[src/rtl/dbrd_pkg.sv]
// constants, tables and types of the dual baud rate divider
// assumes one 40 MHz system clock; tables are chosen at build time
package dbrd_pkg;
	localparam int DBRD_CODE_W = 4;
	localparam int DBRD_DIV_W = 15;
	localparam int DBRD_ADDR_W = 8;
	localparam int DBRD_PINS = 11;
	localparam real DBRD_CLK_MHZ = 40.0;

	typedef logic [DBRD_DIV_W-1:0] dbrd_div_t;
	typedef dbrd_div_t dbrd_table_t [16];
	typedef enum logic [0:0] {
		DBRD_TBL_5M0688 = 1'b0,
		DBRD_TBL_2M7648 = 1'b1
	} dbrd_tbl_t;

	localparam dbrd_div_t DBRD_DIV_MIN = 15'h0002;
	localparam logic [3:0] DBRD_CODE_RST = 4'h0;
	localparam logic DBRD_PIN_IDLE = 1'b1;
	localparam logic [5:0] DBRD_MULT_16X = 6'h10;

	localparam dbrd_table_t DBRD_TABLE_5M0688 = '{
		15'h18C0, 15'h1080, 15'h0B40, 15'h0933, 15'h0840, 15'h0420, 15'h0210, 15'h0108,
		15'h00B0, 15'h009E, 15'h0084, 15'h0058, 15'h0042, 15'h002C, 15'h0021, 15'h0010};
	localparam dbrd_table_t DBRD_TABLE_2M7648 = '{
		15'h0D80, 15'h0900, 15'h0623, 15'h0505, 15'h0480, 15'h0360, 15'h0240, 15'h0120,
		15'h0090, 15'h0060, 15'h0056, 15'h0048, 15'h0030, 15'h0024, 15'h0012, 15'h0009};

	localparam logic [7:0] DBRD_ADDR_CTRL = 8'h00;
	localparam logic [7:0] DBRD_ADDR_STATUS = 8'h04;
	localparam logic [7:0] DBRD_ADDR_RX_DIV = 8'h08;
	localparam logic [7:0] DBRD_ADDR_TX_DIV = 8'h0C;
	localparam logic [7:0] DBRD_ADDR_INFO = 8'h10;

	localparam logic [1:0] DBRD_CTRL_RST = 2'h3;
	localparam int DBRD_CTRL_RX_RUN = 0;
	localparam int DBRD_CTRL_TX_RUN = 1;
	localparam int DBRD_ST_RX_CODE = 0;
	localparam int DBRD_ST_TX_CODE = 4;
	localparam int DBRD_ST_RX_OUT = 8;
	localparam int DBRD_ST_TX_OUT = 9;
	localparam int DBRD_ST_RX_LOAD = 10;
	localparam int DBRD_ST_TX_LOAD = 11;
	localparam int DBRD_INFO_MULT = 0;
	localparam int DBRD_INFO_TBL = 8;

	localparam logic [1:0] DBRD_RESP_OKAY = 2'h0;
	localparam logic [1:0] DBRD_RESP_SLVERR = 2'h2;

	function automatic dbrd_div_t dbrd_lookup(input dbrd_tbl_t tbl, input logic [3:0] code);
		if (tbl == DBRD_TBL_2M7648) begin
			return DBRD_TABLE_2M7648[code];
		end else begin
			return DBRD_TABLE_5M0688[code];
		end
	endfunction
endpackage

[src/rtl/dbrd_channel.sv]
// one divider channel: counts reference ticks, drives a square wave
// assumes ref_tick is a one-cycle pulse per reference rising edge
`timescale 1ns/1ps
module dbrd_channel (
	// clock and reset
	input wire logic clk,
	input wire logic reset_n,
	// control
	input wire logic ref_tick,
	input wire logic run,
	input wire dbrd_pkg::dbrd_div_t divisor,
	// outputs
	output logic baud_out,
	output dbrd_pkg::dbrd_div_t div_used
);
	import dbrd_pkg::*;

	dbrd_div_t count;
	dbrd_div_t next_count;
	dbrd_div_t div_clamped;
	dbrd_div_t half;
	logic terminal;

	assign div_clamped = (divisor < DBRD_DIV_MIN) ? DBRD_DIV_MIN : divisor;
	assign terminal = (count >= div_used - 15'h0001);
	assign next_count = terminal ? 15'h0000 : count + 15'h0001;
	assign half = div_used >> 1;

	always_ff @(posedge clk or negedge reset_n) begin
		if (!reset_n) begin
			count <= 15'h0000;
		end else if (!run) begin
			count <= 15'h0000;
		end else if (ref_tick) begin
			count <= next_count;
		end
	end

	// new divisor only at wrap or while stopped, no runt pulses
	always_ff @(posedge clk or negedge reset_n) begin
		if (!reset_n) begin
			div_used <= DBRD_DIV_MIN;
		end else if (!run || (ref_tick && terminal)) begin
			div_used <= div_clamped;
		end
	end

	// high for floor(n/2) ticks, then low; glitch-free flop output
	always_ff @(posedge clk or negedge reset_n) begin
		if (!reset_n) begin
			baud_out <= 1'b0;
		end else if (!run) begin
			baud_out <= 1'b0;
		end else if (ref_tick) begin
			baud_out <= (next_count < half);
		end
	end

	property p_wrap;
		@(posedge clk) disable iff (!reset_n) run && ref_tick && terminal |=> count == 15'h0000;
	endproperty
	a_wrap: assert property (p_wrap) else $error("counter did not wrap at terminal");

	property p_div_change;
		@(posedge clk) disable iff (!reset_n) $changed(div_used) && $past(run) |-> $past(ref_tick && terminal);
	endproperty
	a_div_change: assert property (p_div_change) else $error("divisor changed mid period");

	property p_div_min;
		@(posedge clk) disable iff (!reset_n) div_used >= DBRD_DIV_MIN;
	endproperty
	a_div_min: assert property (p_div_min) else $error("divisor below two");

	property p_high_phase;
		@(posedge clk) disable iff (!reset_n) run && ref_tick && terminal |=> baud_out;
	endproperty
	a_high_phase: assert property (p_high_phase) else $error("period did not start high");

	property p_low_phase;
		@(posedge clk) disable iff (!reset_n)
			run && ref_tick && !terminal && (count == half - 15'h0001) |=> !baud_out;
	endproperty
	a_low_phase: assert property (p_low_phase) else $error("low phase did not start at half");

	property p_idle;
		@(posedge clk) disable iff (!reset_n) !run |=> !baud_out && count == 15'h0000;
	endproperty
	a_idle: assert property (p_idle) else $error("stopped channel still running");
endmodule

[src/rtl/dbrd_top.sv]
// dual baud rate divider: pin-strobed rate codes, two divider channels,
// AXI4-Lite register slave for run control and status
// assumes the reference input is well below a quarter of clk
`timescale 1ns/1ps
module dbrd_top #(
	parameter dbrd_pkg::dbrd_tbl_t rate_table = dbrd_pkg::DBRD_TBL_5M0688
) (
	// clock and reset
	input wire logic clk,
	input wire logic reset_n,
	// reference and rate pins
	input wire logic ref_clock_in_a,
	input wire logic [3:0] rx_rate_code_bits,
	input wire logic rx_code_load,
	input wire logic [3:0] tx_rate_code_bits,
	input wire logic tx_code_load,
	// baud outputs
	output logic rx_baud_clk,
	output logic tx_baud_clk,
	// axi4-lite write address
	input wire logic [7:0] s_axi_awaddr,
	input wire logic s_axi_awvalid,
	output logic s_axi_awready,
	// axi4-lite write data
	input wire logic [31:0] s_axi_wdata,
	input wire logic [3:0] s_axi_wstrb,
	input wire logic s_axi_wvalid,
	output logic s_axi_wready,
	// axi4-lite write response
	output logic [1:0] s_axi_bresp,
	output logic s_axi_bvalid,
	input wire logic s_axi_bready,
	// axi4-lite read address
	input wire logic [7:0] s_axi_araddr,
	input wire logic s_axi_arvalid,
	output logic s_axi_arready,
	// axi4-lite read data
	output logic [31:0] s_axi_rdata,
	output logic [1:0] s_axi_rresp,
	output logic s_axi_rvalid,
	input wire logic s_axi_rready
);
	import dbrd_pkg::*;

	logic [DBRD_PINS-1:0] pin_raw;
	logic [DBRD_PINS-1:0] sync1;
	logic [DBRD_PINS-1:0] sync2;
	logic [DBRD_PINS-1:0] sync3;
	logic [DBRD_PINS-1:0] pin_filt;
	logic ref_prev;
	logic ref_tick;
	logic rx_load_f;
	logic tx_load_f;
	logic [3:0] rx_code_f;
	logic [3:0] tx_code_f;
	logic [3:0] rx_code;
	logic [3:0] tx_code;
	dbrd_div_t rx_div;
	dbrd_div_t tx_div;
	dbrd_div_t rx_div_used;
	dbrd_div_t tx_div_used;
	logic [1:0] ctrl;
	logic aw_held;
	logic w_held;
	logic [7:0] aw_addr_q;
	logic [31:0] w_data_q;
	logic [3:0] w_strb_q;
	logic aw_fire;
	logic w_fire;
	logic have_aw;
	logic have_w;
	logic do_write;
	logic [7:0] wr_addr;
	logic [31:0] wr_data;
	logic [3:0] wr_strb;
	logic [31:0] next_rdata;
	logic [1:0] next_rresp;

	// pin order: ref, strobes, receive code, transmit code
	assign pin_raw = {tx_rate_code_bits, rx_rate_code_bits, tx_code_load, rx_code_load, ref_clock_in_a};

	// three-stage synchroniser, value accepted when stages 2 and 3 agree
	genvar gi;
	generate
		for (gi = 0; gi < DBRD_PINS; gi++) begin : g_pin
			// reference and strobes reset low: no false tick or code load after reset
			localparam logic PIN_RST = (gi >= 3) ? DBRD_PIN_IDLE : !DBRD_PIN_IDLE;
			always_ff @(posedge clk or negedge reset_n) begin
				if (!reset_n) begin
					sync1[gi] <= PIN_RST;
					sync2[gi] <= PIN_RST;
					sync3[gi] <= PIN_RST;
					pin_filt[gi] <= PIN_RST;
				end else begin
					sync1[gi] <= pin_raw[gi];
					sync2[gi] <= sync1[gi];
					sync3[gi] <= sync2[gi];
					if (sync2[gi] == sync3[gi]) begin
						pin_filt[gi] <= sync3[gi];
					end
				end
			end
		end
	endgenerate

	assign rx_load_f = pin_filt[1];
	assign tx_load_f = pin_filt[2];
	assign rx_code_f = pin_filt[6:3];
	assign tx_code_f = pin_filt[10:7];

	// one tick per filtered reference rising edge, shared by both channels
	always_ff @(posedge clk or negedge reset_n) begin
		if (!reset_n) begin
			ref_prev <= 1'b0;
		end else begin
			ref_prev <= pin_filt[0];
		end
	end
	assign ref_tick = pin_filt[0] && !ref_prev;

	// rate registers, transparent while the strobe stays high
	always_ff @(posedge clk or negedge reset_n) begin
		if (!reset_n) begin
			rx_code <= DBRD_CODE_RST;
		end else if (rx_load_f) begin
			rx_code <= rx_code_f;
		end
	end

	always_ff @(posedge clk or negedge reset_n) begin
		if (!reset_n) begin
			tx_code <= DBRD_CODE_RST;
		end else if (tx_load_f) begin
			tx_code <= tx_code_f;
		end
	end

	// fixed table picked by build parameter
	assign rx_div = dbrd_lookup(rate_table, rx_code);
	assign tx_div = dbrd_lookup(rate_table, tx_code);

	dbrd_channel u_rx_channel (
		.clk(clk),
		.reset_n(reset_n),
		.ref_tick(ref_tick),
		.run(ctrl[DBRD_CTRL_RX_RUN]),
		.divisor(rx_div),
		.baud_out(rx_baud_clk),
		.div_used(rx_div_used)
	);

	dbrd_channel u_tx_channel (
		.clk(clk),
		.reset_n(reset_n),
		.ref_tick(ref_tick),
		.run(ctrl[DBRD_CTRL_TX_RUN]),
		.divisor(tx_div),
		.baud_out(tx_baud_clk),
		.div_used(tx_div_used)
	);

	// write channel: address and data taken in either order
	assign s_axi_awready = !aw_held && !s_axi_bvalid;
	assign s_axi_wready = !w_held && !s_axi_bvalid;
	assign aw_fire = s_axi_awvalid && s_axi_awready;
	assign w_fire = s_axi_wvalid && s_axi_wready;
	assign have_aw = aw_held || aw_fire;
	assign have_w = w_held || w_fire;
	assign do_write = have_aw && have_w && !s_axi_bvalid;
	assign wr_addr = aw_held ? aw_addr_q : s_axi_awaddr;
	assign wr_data = w_held ? w_data_q : s_axi_wdata;
	assign wr_strb = w_held ? w_strb_q : s_axi_wstrb;

	always_ff @(posedge clk or negedge reset_n) begin
		if (!reset_n) begin
			aw_held <= 1'b0;
			aw_addr_q <= 8'h00;
		end else if (do_write) begin
			aw_held <= 1'b0;
		end else if (aw_fire) begin
			aw_held <= 1'b1;
			aw_addr_q <= s_axi_awaddr;
		end
	end

	always_ff @(posedge clk or negedge reset_n) begin
		if (!reset_n) begin
			w_held <= 1'b0;
			w_data_q <= 32'h00000000;
			w_strb_q <= 4'h0;
		end else if (do_write) begin
			w_held <= 1'b0;
		end else if (w_fire) begin
			w_held <= 1'b1;
			w_data_q <= s_axi_wdata;
			w_strb_q <= s_axi_wstrb;
		end
	end

	always_ff @(posedge clk or negedge reset_n) begin
		if (!reset_n) begin
			ctrl <= DBRD_CTRL_RST;
		end else if (do_write && wr_addr == DBRD_ADDR_CTRL && wr_strb[0]) begin
			ctrl <= wr_data[1:0];
		end
	end

	always_ff @(posedge clk or negedge reset_n) begin
		if (!reset_n) begin
			s_axi_bvalid <= 1'b0;
			s_axi_bresp <= DBRD_RESP_OKAY;
		end else if (do_write) begin
			s_axi_bvalid <= 1'b1;
			case (wr_addr)
				DBRD_ADDR_CTRL, DBRD_ADDR_STATUS, DBRD_ADDR_RX_DIV, DBRD_ADDR_TX_DIV,
				DBRD_ADDR_INFO: begin
					s_axi_bresp <= DBRD_RESP_OKAY;
				end
				default: begin
					s_axi_bresp <= DBRD_RESP_SLVERR;
				end
			endcase
		end else if (s_axi_bready) begin
			s_axi_bvalid <= 1'b0;
		end
	end

	// read channel: one outstanding read, data one edge after address
	assign s_axi_arready = !s_axi_rvalid;

	always_comb begin
		next_rdata = 32'h00000000;
		next_rresp = DBRD_RESP_OKAY;
		case (s_axi_araddr)
			DBRD_ADDR_CTRL: begin
				next_rdata[1:0] = ctrl;
			end
			DBRD_ADDR_STATUS: begin
				next_rdata[DBRD_ST_RX_CODE +: 4] = rx_code;
				next_rdata[DBRD_ST_TX_CODE +: 4] = tx_code;
				next_rdata[DBRD_ST_RX_OUT] = rx_baud_clk;
				next_rdata[DBRD_ST_TX_OUT] = tx_baud_clk;
				next_rdata[DBRD_ST_RX_LOAD] = rx_load_f;
				next_rdata[DBRD_ST_TX_LOAD] = tx_load_f;
			end
			DBRD_ADDR_RX_DIV: begin
				next_rdata[DBRD_DIV_W-1:0] = rx_div_used;
			end
			DBRD_ADDR_TX_DIV: begin
				next_rdata[DBRD_DIV_W-1:0] = tx_div_used;
			end
			DBRD_ADDR_INFO: begin
				next_rdata[DBRD_INFO_MULT +: 6] = DBRD_MULT_16X;
				next_rdata[DBRD_INFO_TBL] = rate_table;
			end
			default: begin
				next_rresp = DBRD_RESP_SLVERR;
			end
		endcase
	end

	always_ff @(posedge clk or negedge reset_n) begin
		if (!reset_n) begin
			s_axi_rvalid <= 1'b0;
			s_axi_rdata <= 32'h00000000;
			s_axi_rresp <= DBRD_RESP_OKAY;
		end else if (s_axi_arvalid && s_axi_arready) begin
			s_axi_rvalid <= 1'b1;
			s_axi_rdata <= next_rdata;
			s_axi_rresp <= next_rresp;
		end else if (s_axi_rready) begin
			s_axi_rvalid <= 1'b0;
		end
	end

	property p_rx_load;
		@(posedge clk) disable iff (!reset_n) rx_load_f |=> rx_code == $past(rx_code_f);
	endproperty
	a_rx_load: assert property (p_rx_load) else $error("receive code not loaded on strobe");

	property p_tx_load;
		@(posedge clk) disable iff (!reset_n) tx_load_f |=> tx_code == $past(tx_code_f);
	endproperty
	a_tx_load: assert property (p_tx_load) else $error("transmit code not loaded on strobe");

	property p_rx_hold;
		@(posedge clk) disable iff (!reset_n) !rx_load_f |=> $stable(rx_code);
	endproperty
	a_rx_hold: assert property (p_rx_hold) else $error("receive code moved without strobe");

	property p_tx_hold;
		@(posedge clk) disable iff (!reset_n) !tx_load_f |=> $stable(tx_code);
	endproperty
	a_tx_hold: assert property (p_tx_hold) else $error("transmit code moved without strobe");

	property p_table_last;
		@(posedge clk) disable iff (!reset_n) rx_code == 4'hF |->
			rx_div == ((rate_table == DBRD_TBL_5M0688) ? 15'h0010 : 15'h0009);
	endproperty
	a_table_last: assert property (p_table_last) else $error("top code divisor wrong");

	property p_table_first;
		@(posedge clk) disable iff (!reset_n) tx_code == 4'h0 |->
			tx_div == ((rate_table == DBRD_TBL_5M0688) ? 15'h18C0 : 15'h0D80);
	endproperty
	a_table_first: assert property (p_table_first) else $error("code zero divisor wrong");

	property p_bresp;
		@(posedge clk) disable iff (!reset_n) do_write |=> s_axi_bvalid;
	endproperty
	a_bresp: assert property (p_bresp) else $error("write response missing");

	property p_rresp;
		@(posedge clk) disable iff (!reset_n) s_axi_arvalid && s_axi_arready |=> s_axi_rvalid;
	endproperty
	a_rresp: assert property (p_rresp) else $error("read response missing");

	property p_code_rst;
		@(posedge clk) disable iff (!reset_n) $rose(reset_n) |->
			rx_code == DBRD_CODE_RST && tx_code == DBRD_CODE_RST;
	endproperty
	a_code_rst: assert property (p_code_rst) else $error("rate code not cleared by reset");

	property p_no_false_load;
		@(posedge clk) disable iff (!reset_n) $rose(reset_n) |-> !rx_load_f && !tx_load_f;
	endproperty
	a_no_false_load: assert property (p_no_false_load) else $error("strobe seen high after reset");

	property p_ctrl_write;
		@(posedge clk) disable iff (!reset_n)
			do_write && wr_addr == DBRD_ADDR_CTRL && wr_strb[0] |=> ctrl == $past(wr_data[1:0]);
	endproperty
	a_ctrl_write: assert property (p_ctrl_write) else $error("control write not applied");
endmodule
[config.mk]
export PLATFORM = sky130hd
export DESIGN_NAME = dbrd_top
export DESIGN_NICKNAME = d
export VERILOG_FILES = /design/src/rtl/dbrd_pkg.sv /design/src/rtl/dbrd_channel.sv /design/src/rtl/dbrd_top.sv
export SDC_FILE = /design/constraint.sdc
export NUM_CORES = 1
export LEC_CHECK = 0
export BUFFER_PORTS_ARGS = -buffer_cell sky130_fd_sc_hd__buf_2
export CORE_MARGIN = 5
export CORE_UTILIZATION = 30
export CTS_BUF_LIST = sky130_fd_sc_hd__clkbuf_8
export DETAILED_ROUTE_END_ITERATION = 10
export SLEW_MARGIN = 0
export SYNTH_ARGS = -nofsm -noshare
export SYNTH_HDL_FRONTEND = slang
export SYNTH_SLANG_ARGS = --single-unit
[constraint.sdc]
create_clock -name clk -period 8.4 [get_ports clk]
set_input_delay 0.42 -clock clk [delete_from_list [all_inputs] [get_ports clk]]
set_output_delay 0.42 -clock clk [all_outputs]
set_load 0.05 [all_outputs]
======== Word-level counts from Yosys, hierarchy flattened ========
Memories as Yosys holds them, arrays and structs flattened.
Index checks and enable logic that the tools add are counted.
cells by class
  $add $sub $neg .......................... 4
  $mul .................................... 0
  div/mod/pow operators ................... 0
  magnitude comparators ................... 8
  eq/ne operators ......................... 21
  shift operators ......................... 0
  multiplexer cells ....................... 35
  bitwise gates (word level) .............. 3
  reductions and logical operators ........ 33
operator list
  operator                                                                       number
  15-bit 2-to-1 mux                                                              12
  8-bit by 4-bit equality test with 1-bit output, second input constant          4
  15-bit by 1-bit adder with 15-bit output, second input constant                2
  15-bit greater-or-equal comparator                                             2
  15-bit by 14-bit less-than comparator with 1-bit output                        2
  15-bit by 2-bit less-than comparator with 1-bit output, second input constant  2
  15-bit by 1-bit subtractor with 15-bit output, second input constant           2
  8-bit by 3-bit equality test with 1-bit output, second input constant          2
  8-bit by 5-bit equality test with 1-bit output, second input constant          2
  8-bit zero test                                                                2
  4-bit case mux with 4 select lines                                             1
  1-bit 2-to-1 mux                                                               13
  1-bit logical AND                                                              12
  1-bit equality test                                                            11
  5-bit greater-or-equal comparator, second input constant                       2
  4-bit inverter with 5-bit output                                               2
  5-bit OR reduction                                                             2
  3-bit case mux with 3 select lines                                             1
  8-bit 2-to-1 mux                                                               1
  2-bit case mux with 4 select lines                                             1
  2-bit nonzero test                                                             4
  1-bit zero test                                                                7
  2-bit 2-to-1 mux                                                               3
  2-bit case mux with 3 select lines                                             1
  6 further kinds                                                                11
word-level totals
  register bits after elaboration ......... 151
  latch bits .............................. 0
  memory bits (writable) .................. 0
  ROM bits ................................ 480
  bits of input ports ..................... 70
  output and inout bits ................... 43
  logic and storage cells ................. 170
  memories ................................ 2
memories
  memory           words  bits a word  read ports  clocked after Yosys merged registers in  wr ports  line            RTL
  (no name shown)  16     15           1           0                                        0         dbrd_pkg.sv:54  return DBRD_TABLE_5M0688[code];
  (no name shown)  16     15           1           0                                        0         dbrd_pkg.sv:54

======== Logic depth before layout (Yosys ltp) ========
Gate-level depths: netlist (run 1).
  word-level depth ........................ 8
  gate-level depth with buffers ........... 22
  depth with buffers taken out ............ 20

======== Hierarchy ========
From an unflattened synthesis (run 1), not the netlist that was laid out.
unflattened totals
  cell total of the unflattened synthesis .. 979
  area, all modules ....................... 9489.1 um^2
modules (own cells, without submodules)
  module                        times used  cells each  area each (um^2)  sequential area each (um^2)
  dbrd_top                      1           351         4001.3            2219.6
  dbrd_channel at u_rx_channel  1           317         2757.6            777.0
  dbrd_channel at u_tx_channel  1           311         2730.1            777.0

======== Least setup slack after synthesis (run 1) ========
OpenSTA, ideal clock, no wires.
  kind .................................... register -> register
  from .................................... register u_rx_channel.div_used[3]
  to ...................................... register u_rx_channel.baud_out
  library setup time ...................... 0.066 ns
  arrival ................................. 4.011 ns
  setup slack ............................. 4.323 ns
  stages on the path, launching flop included .. 22
  buffers on the path ..................... 2
  cells stage by stage .................... dfrtp_1 > nor4_2 > nand3_1 > nor2_1 > nand2_1 > nor4_1 > xnor2_1 > ha_1 > nand4_1 > inv_1 > a21oi_1 > o31ai_4 > buf_2 > buf_2 > nor2_1 > ha_1 > a21oi_1 > o21ai_0 > a221oi_1 > o311ai_0 > o211ai_1 > o311a_1
on the way
  word-level cells in the longest chain between the ends .. 6
RTL lines
  what                                                         line                RTL
  start, declared                                              dbrd_channel.sv:14  output dbrd_pkg::dbrd_div_t div_used
  start signal, assigned                                       dbrd_channel.sv:44  div_used <= div_clamped;
  15-bit by 1-bit subtractor with 15-bit output                dbrd_channel.sv:25  assign terminal = (count >= div_used - 15'h0001);
  15-bit greater-or-equal comparator                           dbrd_channel.sv:25
  15-bit 2-to-1 mux                                            dbrd_channel.sv:26  assign next_count = terminal ? 15'h0000 : count + 15'h0001;
  15-bit by 14-bit less-than comparator with 1-bit output (*)  dbrd_channel.sv:55  baud_out <= (next_count < half);
  1-bit 2-to-1 mux (*)                                         dbrd_channel.sv:54  end else if (ref_tick) begin
  1-bit 2-to-1 mux (*)                                         dbrd_channel.sv:52  end else if (!run) begin
  end signal, assigned                                         dbrd_channel.sv:55
  end, declared                                                dbrd_channel.sv:13  output logic baud_out,
Every way passes the cells marked *; elsewhere a longest branch is shown, timed or not. The select of a mux whose other input is x is not followed.
A chain may end at the register's enable or synchronous reset.

======== Final worst setup path (run 1) ========
Same ends and word-level chain as after synthesis.

==> impl_metrics.py, run 1 <==
metrics = {
    "pwr": {
        "static-leakage-power_uw": 0.00423,
        "p_per_area_nw_per_um2": 221,
        "max-vdd-ir-drop_v": 0.000119,
    },
    "clock_network": {
        "post_cts_buffers": 0,
        "clock_root_buffer": "sky130_fd_sc_hd__clkbuf_8",
        "cts_max_path_buffers": 2,
        "cts_tree": "done",
        "clock_latency_ns": 0.46,
        "number_of_cells_upsized_or_downsized_after_cts": 0,
        "maximum_level_of_the_cts_h_tree": 4,
        "clk_pin_slew_ns": 0.09,
        "ctsHoldBuffers": 1,
        "tritoncts_buffer_count": 17,
        "clkSinkCount": 143,
    },
    "synth": {
        "yosys.area.top_type_share_pct": 30.6,
        "synth_area_leaders": "sky130_fd_sc_hd__dfrtp_1, sky130_fd_sc_hd__dfstp_2, sky130_fd_sc_hd__ha_1, sky130_fd_sc_hd__o21ai_0, sky130_fd_sc_hd__nand2_1",
        "synth_compound_gate_area_share_pct": 15.4,
        "post-synth-top-area-cell": "sky130_fd_sc_hd__dfrtp_1",
        "post_synth_and_or_nand_nor_area_fraction_pct": 17.9,
        "synth-seq-cells": 143,
        "syn-mean-instance-area_um2": 9.34,
        "synth_top_family_by_area": "simple AND/OR/NAND/NOR gates",
        "post_synth_fa_ha_maj_area_fraction_pct": 10.4,
        "synth.top_cells.by_count": "sky130_fd_sc_hd__dfrtp_1, sky130_fd_sc_hd__nand2_1, sky130_fd_sc_hd__nor2_1",
        "synth_area_um2": 8750,
        "syn_inst": 937,
        "synth_enable_flop_cells": 0,
        "synth_most_common_cell": "sky130_fd_sc_hd__dfrtp_1",
        "synth.area.mux_share_pct": 5.06,
        "synth.distinct_cells": 74,
        "synth_ff_type": "sky130_fd_sc_hd__dfrtp_1",
        "yosys_warnings": 0,
        "yosys.area_share.xor_xnor_pct": 4.10,
        "share_of_the_yosys_chip_area_belonging_to_registers_pct": 41.4,
        "synth_async_sr_flop_share_pct": 100,
    },
    "floorplanning": {
        "core_region_area_um2": 28800,
        "floorplan.die_area_um2": 32700,
        "boundaryPins": 113,
        "die_w_um": 181,
        "die_h_um": 181,
        "rows": 62,
        "initial_utilization_pct": 30.4,
    },
    "worst_setup_path": {
        "arrival_ns": 5.25,
        "crit_path_max_fanout": 26,
        "timing.reg2reg.worst_path_depth": 17,
        "critical_path.endpoint_type": "flip-flop",
        "crit_type": "flip-flop to flip-flop",
        "regToRegStartpoint": "u_rx_channel.div_used[3]",
        "worst_setup_path_startpoint": "u_rx_channel.div_used[3]",
        "timing.critical_path.from_type": "flip-flop",
        "required_ns": 8.80,
        "rr_endpoint": "u_rx_channel.baud_out",
        "rrSetupSlack_ns": 3.55,
    },
    "finish": {
        "n_antenna_cell": 0,
        "fraction_of_final_layout_cells_sized_beyond_drive_strength_1_pct": 18.1,
        "fin_cells": 1374,
        "finalCoreUtilization_pct": 33.6,
        "syn2layout_area_growth_pct": 10.6,
        "fin_nets": 1111,
    },
    "grt": {
        "globalRouteTotalUtil_pct": 12.5,
        "largest_net_degree_at_the_start_of_global_routing": 76,
        "grt_first_pass_wirelength_mm": 34.1,
        "grt_antenna_before_repair": 0,
        "first_global_vias": 6576,
        "overflow": 0,
    },
    "status": {
        "status": "finished, final reports clean",
    },
    "detailed_routing": {
        "dr.pass1.iters": 5,
        "detail_route.iter0.violations": 452,
        "totalWireLength_mm": 20.3,
        "ant_nets": 0,
        "routed_wire_length_per_instance_um": 14.8,
        "drcViolationCount": 0,
        "vias": 6898,
        "routed_via_density": 5.02,
    },
    "placed_design": {
        "dpl_cells": 1341,
        "port_buffer_count": 58,
        "placer_congestion_estimate": 0.884,
        "dp_hpwl_mm": 14.5,
    },
    "sta": {
        "worst_clock_skew_ns": 0.0105,
        "setup_viol": 0,
        "worstMarginPinSlew_ns": 1.05,
        "hold_slack_ns": 0.0567,
        "max_freq_mhz": 206,
        "fin_crit_ns": 4.85,
        "timing_hold_violations_final": 0,
        "maxSlewHeadroom_pct": 29.8,
        "post-route-period-util_pct": 57.7,
        "finalSetupTns_ns": 0,
        "rsz0062_at_grt": "false",
        "final_max_slew_viol_count": 0,
    },
    "worst_hold_path": {
        "hold_start": "tx_rate_code_bits[3]",
        "timing.hold.worst_endpoint": "sync1[10]",
        "whs_path_depth": 1,
        "min_path_type": "input port to flip-flop",
    },
    "flow_run": {
        "max-cap-violations": 0,
    },
}
power breakdown:
part	switching, uW	leakage [uW]	internal, uW
Sequential	119	0.00176	789
Combinational	406	0.00226	275
Clock	303	0.000204	252
Total	828	0.00423	1320
placed cells by master (no fill, tap or decap), types with 9 or more instances in the layout:
| cell type | synthesis | final |
|---|---|---|
| sky130_fd_sc_hd__clkbuf_8 | 0 | 18 |
| sky130_fd_sc_hd__ha_1 | 64 | 64 |
| sky130_fd_sc_hd__mux2_2 | 26 | 26 |
| sky130_fd_sc_hd__nand4_1 | 15 | 15 |
| sky130_fd_sc_hd__dfstp_2 | 36 | 36 |
| sky130_fd_sc_hd__a21oi_1 | 55 | 55 |
| sky130_fd_sc_hd__buf_2 | 11 | 57 |
| sky130_fd_sc_hd__nand3_1 | 40 | 40 |
| sky130_fd_sc_hd__maj3_1 | 11 | 11 |
| sky130_fd_sc_hd__and3_1 | 11 | 11 |
| sky130_fd_sc_hd__inv_1 | 40 | 40 |
| sky130_fd_sc_hd__xor2_1 | 9 | 9 |
| sky130_fd_sc_hd__nor3_1 | 14 | 14 |
| sky130_fd_sc_hd__o21ai_0 | 83 | 83 |
| sky130_fd_sc_hd__o22ai_1 | 9 | 9 |
| sky130_fd_sc_hd__dfrtp_1 | 107 | 107 |
| sky130_fd_sc_hd__nor2_1 | 84 | 84 |
| sky130_fd_sc_hd__a22oi_1 | 11 | 11 |
| sky130_fd_sc_hd__conb_1 | 1 | 21 |
| sky130_fd_sc_hd__xnor2_1 | 32 | 32 |
| sky130_fd_sc_hd__nand2_1 | 102 | 102 |
registers in the layout, summed over array words and instances (netlist names), 9 cells and up:
| signal | cells |
|---|---|
| sync2 | 11 |
| s_axi_rdata | 13 |
| u_tx_channel.div_used | 13 |
| u_tx_channel.count | 15 |
| sync1 | 11 |
| sync3 | 11 |
| u_rx_channel.count | 15 |
| pin_filt | 9 |
| u_rx_channel.div_used | 13 |
metrics by stage:
step           setup slack (ns)  instance area [um^2]  power (uW)
3_3_place_gp               3.61                  9290        1580
4_1_cts                    3.55                  9680        2170
3_5_place_dp               3.59                  9290        1600
6_report                   3.55                  9680        2140
2_1_floorplan              4.32                  8830        1440
5_1_grt                    3.10                  9680        2300
worst max-delay path by stage:
stage                             to  cells after the start  slack, ns
2_1_floorplan  u_rx_channel.baud_out                     21       4.32
3_3_place_gp   u_rx_channel.baud_out                     17       3.61
3_5_place_dp   u_rx_channel.baud_out                     17       3.59
4_1_cts        u_rx_channel.baud_out                     17       3.55
5_1_grt        u_rx_channel.baud_out                     17       3.10
6_report       u_rx_channel.baud_out                     17       3.55
worst max-delay path: stages, from the launching register on:
cell and delay [ns]:
sky130_fd_sc_hd__dfrtp_1 0.48, sky130_fd_sc_hd__nor4_2 0.44, sky130_fd_sc_hd__nand3_1 0.12, sky130_fd_sc_hd__nor2_1 0.26
sky130_fd_sc_hd__nand2_1 0.13, sky130_fd_sc_hd__nor4_1 0.24, sky130_fd_sc_hd__xnor2_1 0.11, sky130_fd_sc_hd__ha_1 0.30
sky130_fd_sc_hd__nand4_1 0.19, sky130_fd_sc_hd__o31ai_4 0.94, sky130_fd_sc_hd__nor2_1 0.13, sky130_fd_sc_hd__ha_1 0.33
sky130_fd_sc_hd__a21oi_1 0.18, sky130_fd_sc_hd__o21ai_0 0.11, sky130_fd_sc_hd__a221oi_1 0.28, sky130_fd_sc_hd__o311ai_0 0.21
sky130_fd_sc_hd__o211ai_1 0.16, sky130_fd_sc_hd__o311a_1 0.19
cells by family (layout without fill, tap and decap cells):
family	count (synthesis)	count (layout)
buffers and inverters	103	136
DFF	143	143
and+or+nand+nor	322	322
AOI/OAI and AO/OA	216	216
other	1	21
adders and majority gates	75	75
xor gates and xnor gates	41	41
muxes	36	36
cell type report:
type,instances,area [um^2]
inverter,42,158
clock inverter,14,140
clock buffer,18,248
tap,384,480
fill,2923,19100
multi-input combinational,711,4700
timing repair buffer,62,329
sequential,143,3620
layer usage:
| metal | vias to the layer above | share of wire [%] | global-route usage [%] |
|---|---|---|---|
| met1 | 3340 | 47 | 17.3 |
| met4 | 0 | 2.0 | 4.14 |
| met5 | - | 0 | 0 |
| met2 | 160 | 47 | 19.9 |
| met3 | 31 | 4.2 | 2.29 |
| li1 | 3367 | - | - |
Note: power is estimated with default switching activity, not from simulation.
==> inputs of run 2 (changes only) <==
- clock period: 8.4 -> 4.25 ns (I/O delays scaled with it)
==> impl_metrics.py, run 2 (synthesis results as in run 1) <==
metrics = {
    "status": {
        "status": "finished, final reports clean",
    },
    "clock_network": {
        "clk_pin_slew_ns": 0.09,
        "cts_tree": "done",
        "cts_max_path_buffers": 2,
        "clock_root_buffer": "sky130_fd_sc_hd__clkbuf_8",
        "clkSinkCount": 143,
        "clock_latency_ns": 0.46,
        "tritoncts_buffer_count": 17,
        "maximum_level_of_the_cts_h_tree": 4,
    },
    "detailed_routing": {
        "dr.pass1.iters": 5,
        "ant_nets": 0,
        "totalWireLength_mm": 20.4,
        "detail_route.iter0.violations": 535,
        "routed_wire_length_per_instance_um": 14.4,
        "vias": 6942,
        "drcViolationCount": 0,
        "routed_via_density": 4.89,
    },
    "worst_setup_path": {
        "crit_path_max_fanout": 9,
        "critical_path.endpoint_type": "flip-flop",
        "rrSetupSlack_ns": 0.31,
        "crit_type": "flip-flop to flip-flop",
        "arrival_ns": 4.34,
        "required_ns": 4.65,
        "timing.critical_path.from_type": "flip-flop",
    },
    "sta": {
        "timing_hold_violations_final": 0,
        "max_freq_mhz": 254,
        "finalSetupTns_ns": 0,
        "maxSlewHeadroom_pct": 44.6,
        "worstMarginPinSlew_ns": 0.829,
        "setup_viol": 0,
        "worst_clock_skew_ns": 0.0149,
        "final_max_slew_viol_count": 0,
        "fin_crit_ns": 3.94,
        "hold_slack_ns": 0.0373,
        "rsz0062_at_grt": "false",
        "post-route-period-util_pct": 92.6,
    },
    "floorplanning": {
        "core_region_area_um2": 28800,
        "floorplan.die_area_um2": 32700,
        "boundaryPins": 113,
        "initial_utilization_pct": 30.4,
        "die_h_um": 181,
        "rows": 62,
        "die_w_um": 181,
    },
    "finish": {
        "fillCellCount": 2943,
        "layout_top_registers": "u_rx_channel.count x15, u_tx_channel.count x15",
        "finalCoreUtilization_pct": 35.2,
        "fraction_of_final_layout_cells_sized_beyond_drive_strength_1_pct": 20.1,
        "layout_commonest_cell": "sky130_fd_sc_hd__dfrtp_1",
        "n_antenna_cell": 0,
        "fin_nets": 1157,
        "final_cell_mix": "sky130_fd_sc_hd__dfrtp_1, sky130_fd_sc_hd__nand2_1, sky130_fd_sc_hd__nor2_1, sky130_fd_sc_hd__o21ai_0, sky130_fd_sc_hd__ha_1",
        "syn2layout_area_growth_pct": 15.7,
    },
    "grt": {
        "grt_antenna_before_repair": 0,
        "largest_net_degree_at_the_start_of_global_routing": 74,
        "overflow": 0,
        "first_global_vias": 6752,
        "globalRouteTotalUtil_pct": 12.6,
        "grt_first_pass_wirelength_mm": 34.5,
    },
    "placed_design": {
        "placer_congestion_estimate": 0.878,
        "port_buffer_count": 58,
        "dp_hpwl_mm": 14.9,
    },
    "pwr": {
        "static-leakage-power_uw": 0.00445,
        "p_per_area_nw_per_um2": 424,
        "fin_total_pwr_uw": 4300,
        "max-vdd-ir-drop_v": 0.000259,
    },
    "flow_run": {
        "max-cap-violations": 0,
    },
    "worst_hold_path": {
        "min_path_type": "input port to flip-flop",
    },
}
-- run 2: where the power goes --
part | internal, uW | total, uW | leakage [uW] | switching (uW)
sequential | 1560 | 1790 | 0.00176 | 230
clock | 473 | 1050 | 0.000202 | 578
combinational | 612 | 1460 | 0.00249 | 844
-- run 2: routing by layer --
layer | global-route usage (%) | share of wire, % | vias to the layer above
met5 | 0 | 0 | -
met4 | 3.96 | 2.3 | 0
met3 | 2.35 | 4.2 | 33
met2 | 20.2 | 45 | 160
met1 | 17.2 | 48 | 3290
li1 | - | - | 3459
-- run 2: layout make-up --
cell class | instances | area [um^2] | share of cell area (%)
sequential | 143 | 3620 | 35.8
tap | 384 | 480 | 4.74
clock buffer | 17 | 234 | 2.31
clock inverter | 15 | 139 | 1.37
multi-input combinational | 711 | 4760 | 47.0
timing repair buffer | 108 | 734 | 7.25
inverter | 42 | 158 | 1.56
-- run 2: repair_timing --
action,CTS,global route
resized for setup,0,12
hold endpoints to repair,72,0
endpoints found under the setup margin,0,2
buffers inserted,0,3
hold buffers,25,0
-- run 2: final timing paths --
kind                            cells after the start                      from                       end
worst max register to register                     21  u_rx_channel.div_used[4]     u_rx_channel.baud_out
max in group asynchronous                           3                   reset_n     u_rx_channel.count[7]
worst min-delay path                                3              s_axi_wvalid                    w_held
worst min register to register                      0                  sync1[4]                  sync2[4]
worst max-delay path                               21  u_rx_channel.div_used[4]     u_rx_channel.baud_out
min in group asynchronous                           2                   reset_n  u_tx_channel.div_used[5]
-- run 2: metrics by stage --
stage	setup WS [ns]	cell area (um^2)	std cells
finish	0.313	10100	1420
global route	0.00906	10100	1420
global placement	0.168	9430	1360
detailed placement	0.138	9430	1360
CTS	0.0923	10100	1417
floorplan	0.173	8830	957
-- run 2: worst max-delay path, stage by stage, from the launching register on --
cell and delay, ns:
sky130_fd_sc_hd__dfrtp_1 0.41, sky130_fd_sc_hd__nor4_4 0.31, sky130_fd_sc_hd__nand3_2 0.13, sky130_fd_sc_hd__nor2_4 0.13, sky130_fd_sc_hd__nand2_1 0.09, sky130_fd_sc_hd__nor4_2 0.18
sky130_fd_sc_hd__xnor2_1 0.15, sky130_fd_sc_hd__ha_1 0.26, sky130_fd_sc_hd__nand4_1 0.18, sky130_fd_sc_hd__inv_1 0.08, sky130_fd_sc_hd__a21oi_2 0.19, sky130_fd_sc_hd__o31ai_4 0.11
sky130_fd_sc_hd__buf_4 0.19, sky130_fd_sc_hd__buf_4 0.14, sky130_fd_sc_hd__nor2_1 0.11, sky130_fd_sc_hd__ha_1 0.25, sky130_fd_sc_hd__a21oi_1 0.12, sky130_fd_sc_hd__o21ai_0 0.09
sky130_fd_sc_hd__a221oi_1 0.29, sky130_fd_sc_hd__o311ai_1 0.16, sky130_fd_sc_hd__o211ai_1 0.11, sky130_fd_sc_hd__o311a_1 0.18
==> inputs of run 3 (changes only) <==
- CORE_UTILIZATION: 30 -> 45
- PLACE_DENSITY: not set -> 0.67
==> impl_metrics.py, run 3 (synthesis results as in run 1) <==
metrics = {
    "worst_setup_path": {
        "critical_path.endpoint_type": "flip-flop",
        "required_ns": 4.66,
        "endpoint": "u_rx_channel.baud_out",
        "rr_endpoint": "u_rx_channel.baud_out",
        "worst_setup_path_startpoint": "u_rx_channel.div_used[4]",
        "rrSetupSlack_ns": 0.23,
        "timing.reg2reg.worst_path_depth": 19,
        "crit_type": "flip-flop to flip-flop",
        "regToRegStartpoint": "u_rx_channel.div_used[4]",
        "timing.critical_path.from_type": "flip-flop",
        "crit_path_max_fanout": 7,
        "arrival_ns": 4.43,
    },
    "clock_network": {
        "tritoncts_buffer_count": 17,
        "cts_max_path_buffers": 2,
        "cts_tree": "done",
        "clkSinkCount": 143,
        "clk_pin_slew_ns": 0.10,
        "clock_root_buffer": "sky130_fd_sc_hd__clkbuf_8",
        "clock_latency_ns": 0.47,
        "maximum_level_of_the_cts_h_tree": 4,
    },
    "finish": {
        "fraction_of_final_layout_cells_sized_beyond_drive_strength_1_pct": 20.1,
        "syn2layout_area_growth_pct": 14.1,
        "layout_top_registers": "u_rx_channel.count x15, u_tx_channel.count x15",
        "layout_commonest_cell": "sky130_fd_sc_hd__dfrtp_1",
        "fin_nets": 1157,
        "fillCellCount": 1733,
        "stdcell_area_um2": 9990,
        "fin_cells": 1301,
        "n_antenna_cell": 0,
        "final_cell_mix": "sky130_fd_sc_hd__dfrtp_1, sky130_fd_sc_hd__nand2_1, sky130_fd_sc_hd__nor2_1, sky130_fd_sc_hd__o21ai_0, sky130_fd_sc_hd__ha_1",
    },
    "sta": {
        "timing_hold_violations_final": 0,
        "maxSlewHeadroom_pct": 33.9,
        "worstMarginPinSlew_ns": 0.992,
        "setup_viol": 0,
        "hold_slack_ns": 0.0373,
        "final_max_slew_viol_count": 0,
        "rsz0062_at_grt": "true",
        "post-route-period-util_pct": 94.5,
        "worst_clock_skew_ns": 0.0150,
        "timing.final.ws_setup_ns": 0.233,
        "fin_crit_ns": 4.02,
        "max_freq_mhz": 249,
    },
    "pwr": {
        "p_per_area_nw_per_um2": 433,
        "max-vdd-ir-drop_v": 0.000296,
        "fin_total_pwr_uw": 4330,
        "static-leakage-power_uw": 0.00446,
    },
    "floorplanning": {
        "die_w_um": 149,
        "core_region_area_um2": 19300,
        "die_h_um": 149,
        "floorplan.die_area_um2": 22300,
        "rows": 51,
        "initial_utilization_pct": 45.3,
        "boundaryPins": 113,
    },
    "placed_design": {
        "port_buffer_count": 58,
        "dpl_cells": 1238,
        "placed_cell_area_um2": 9260,
        "placer_congestion_estimate": 0.891,
        "dp_hpwl_mm": 14.5,
        "detailedPlace.worstSlack_ns": -0.0641,
    },
    "detailed_routing": {
        "ant_nets": 0,
        "dr.pass1.iters": 5,
        "totalWireLength_mm": 20.1,
        "vias": 7032,
        "drcViolationCount": 0,
        "detail_route.iter0.violations": 524,
        "routed_wire_length_per_instance_um": 15.4,
        "routed_via_density": 5.41,
    },
    "grt": {
        "globalRouteTotalUtil_pct": 18.6,
        "first_global_vias": 6681,
        "overflow": 0,
        "grt_antenna_before_repair": 0,
        "grt_first_pass_wirelength_mm": 33.7,
        "largest_net_degree_at_the_start_of_global_routing": 114,
    },
    "flow_run": {
        "max-cap-violations": 0,
    },
    "status": {
        "status": "finished, final reports clean",
    },
    "worst_hold_path": {
        "min_path_type": "input port to flip-flop",
    },
}
[run 3: power by group]
part	internal [uW]	switching, uW	leakage, uW
Clock	483	599	0.000205
Combinational	609	838	0.00249
Sequential	1560	237	0.00176
[run 3: layout make-up]
type	count	area [um^2]	share of cell area (%)
Tap cell	265	332	3.32
Timing Repair Buffer	108	737	7.38
Clock buffer	17	234	2.34
Multi-Input combinational cell	711	4760	47.6
Sequential cell	143	3620	36.3
Inverter	42	158	1.58
Clock inverter	15	150	1.50
[run 3: worst min path at each step]
stage | start | endpoint | cells after the start
6_report | s_axi_wvalid | w_held | 3
5_1_grt | s_axi_wvalid | w_held | 3
4_1_cts | s_axi_wvalid | w_held | 3
3_5_place_dp | tx_rate_code_bits[1] | sync1[8] | 1
3_3_place_gp | tx_rate_code_bits[2] | sync1[9] | 1
2_1_floorplan | reset_n | aw_addr_q[0] | 0
[run 3: per-stage QoR]
step           util (%)  setup TNS (ns)
2_1_floorplan         -               0
3_3_place_gp       47.9               0
3_5_place_dp       47.9         -0.0641
4_1_cts            51.3               0
5_1_grt            51.7         -0.0286
6_report           51.7               0
[run 3: routing by layer]
layer / share of wire [%] / wire, um / global-route usage, %
met4: 1.3 / 269 / 5.26
met1: 48 / 9710 / 27.1
met2: 46 / 9260 / 28.7
met5: 0 / 0 / 0
met3: 4.1 / 823 / 3.36
[run 3: worst max-delay path, stage by stage, from the launching register on]
cell and delay, ns:
sky130_fd_sc_hd__dfrtp_1 0.47, sky130_fd_sc_hd__nor4_4 0.34, sky130_fd_sc_hd__nand3_1 0.15, sky130_fd_sc_hd__nor2_2 0.14, sky130_fd_sc_hd__nand2_1 0.10, sky130_fd_sc_hd__nor2_1 0.14
sky130_fd_sc_hd__xnor2_1 0.16, sky130_fd_sc_hd__ha_1 0.30, sky130_fd_sc_hd__a21oi_1 0.17, sky130_fd_sc_hd__o21ai_0 0.13, sky130_fd_sc_hd__a21oi_2 0.22, sky130_fd_sc_hd__o31ai_4 0.14
sky130_fd_sc_hd__buf_4 0.17, sky130_fd_sc_hd__nor2_1 0.11, sky130_fd_sc_hd__ha_1 0.25, sky130_fd_sc_hd__and4_1 0.23, sky130_fd_sc_hd__a221oi_1 0.28, sky130_fd_sc_hd__o311ai_1 0.17
sky130_fd_sc_hd__o211ai_1 0.11, sky130_fd_sc_hd__o311a_1 0.18
[run 3: what timing repair did]
item	CTS	global route
hold buffers	26	0
setup endpoints to repair	1	2
hold endpoints to repair	101	0
setup buffers	3	2
gates resized for setup	0	11
pin swaps	1	1
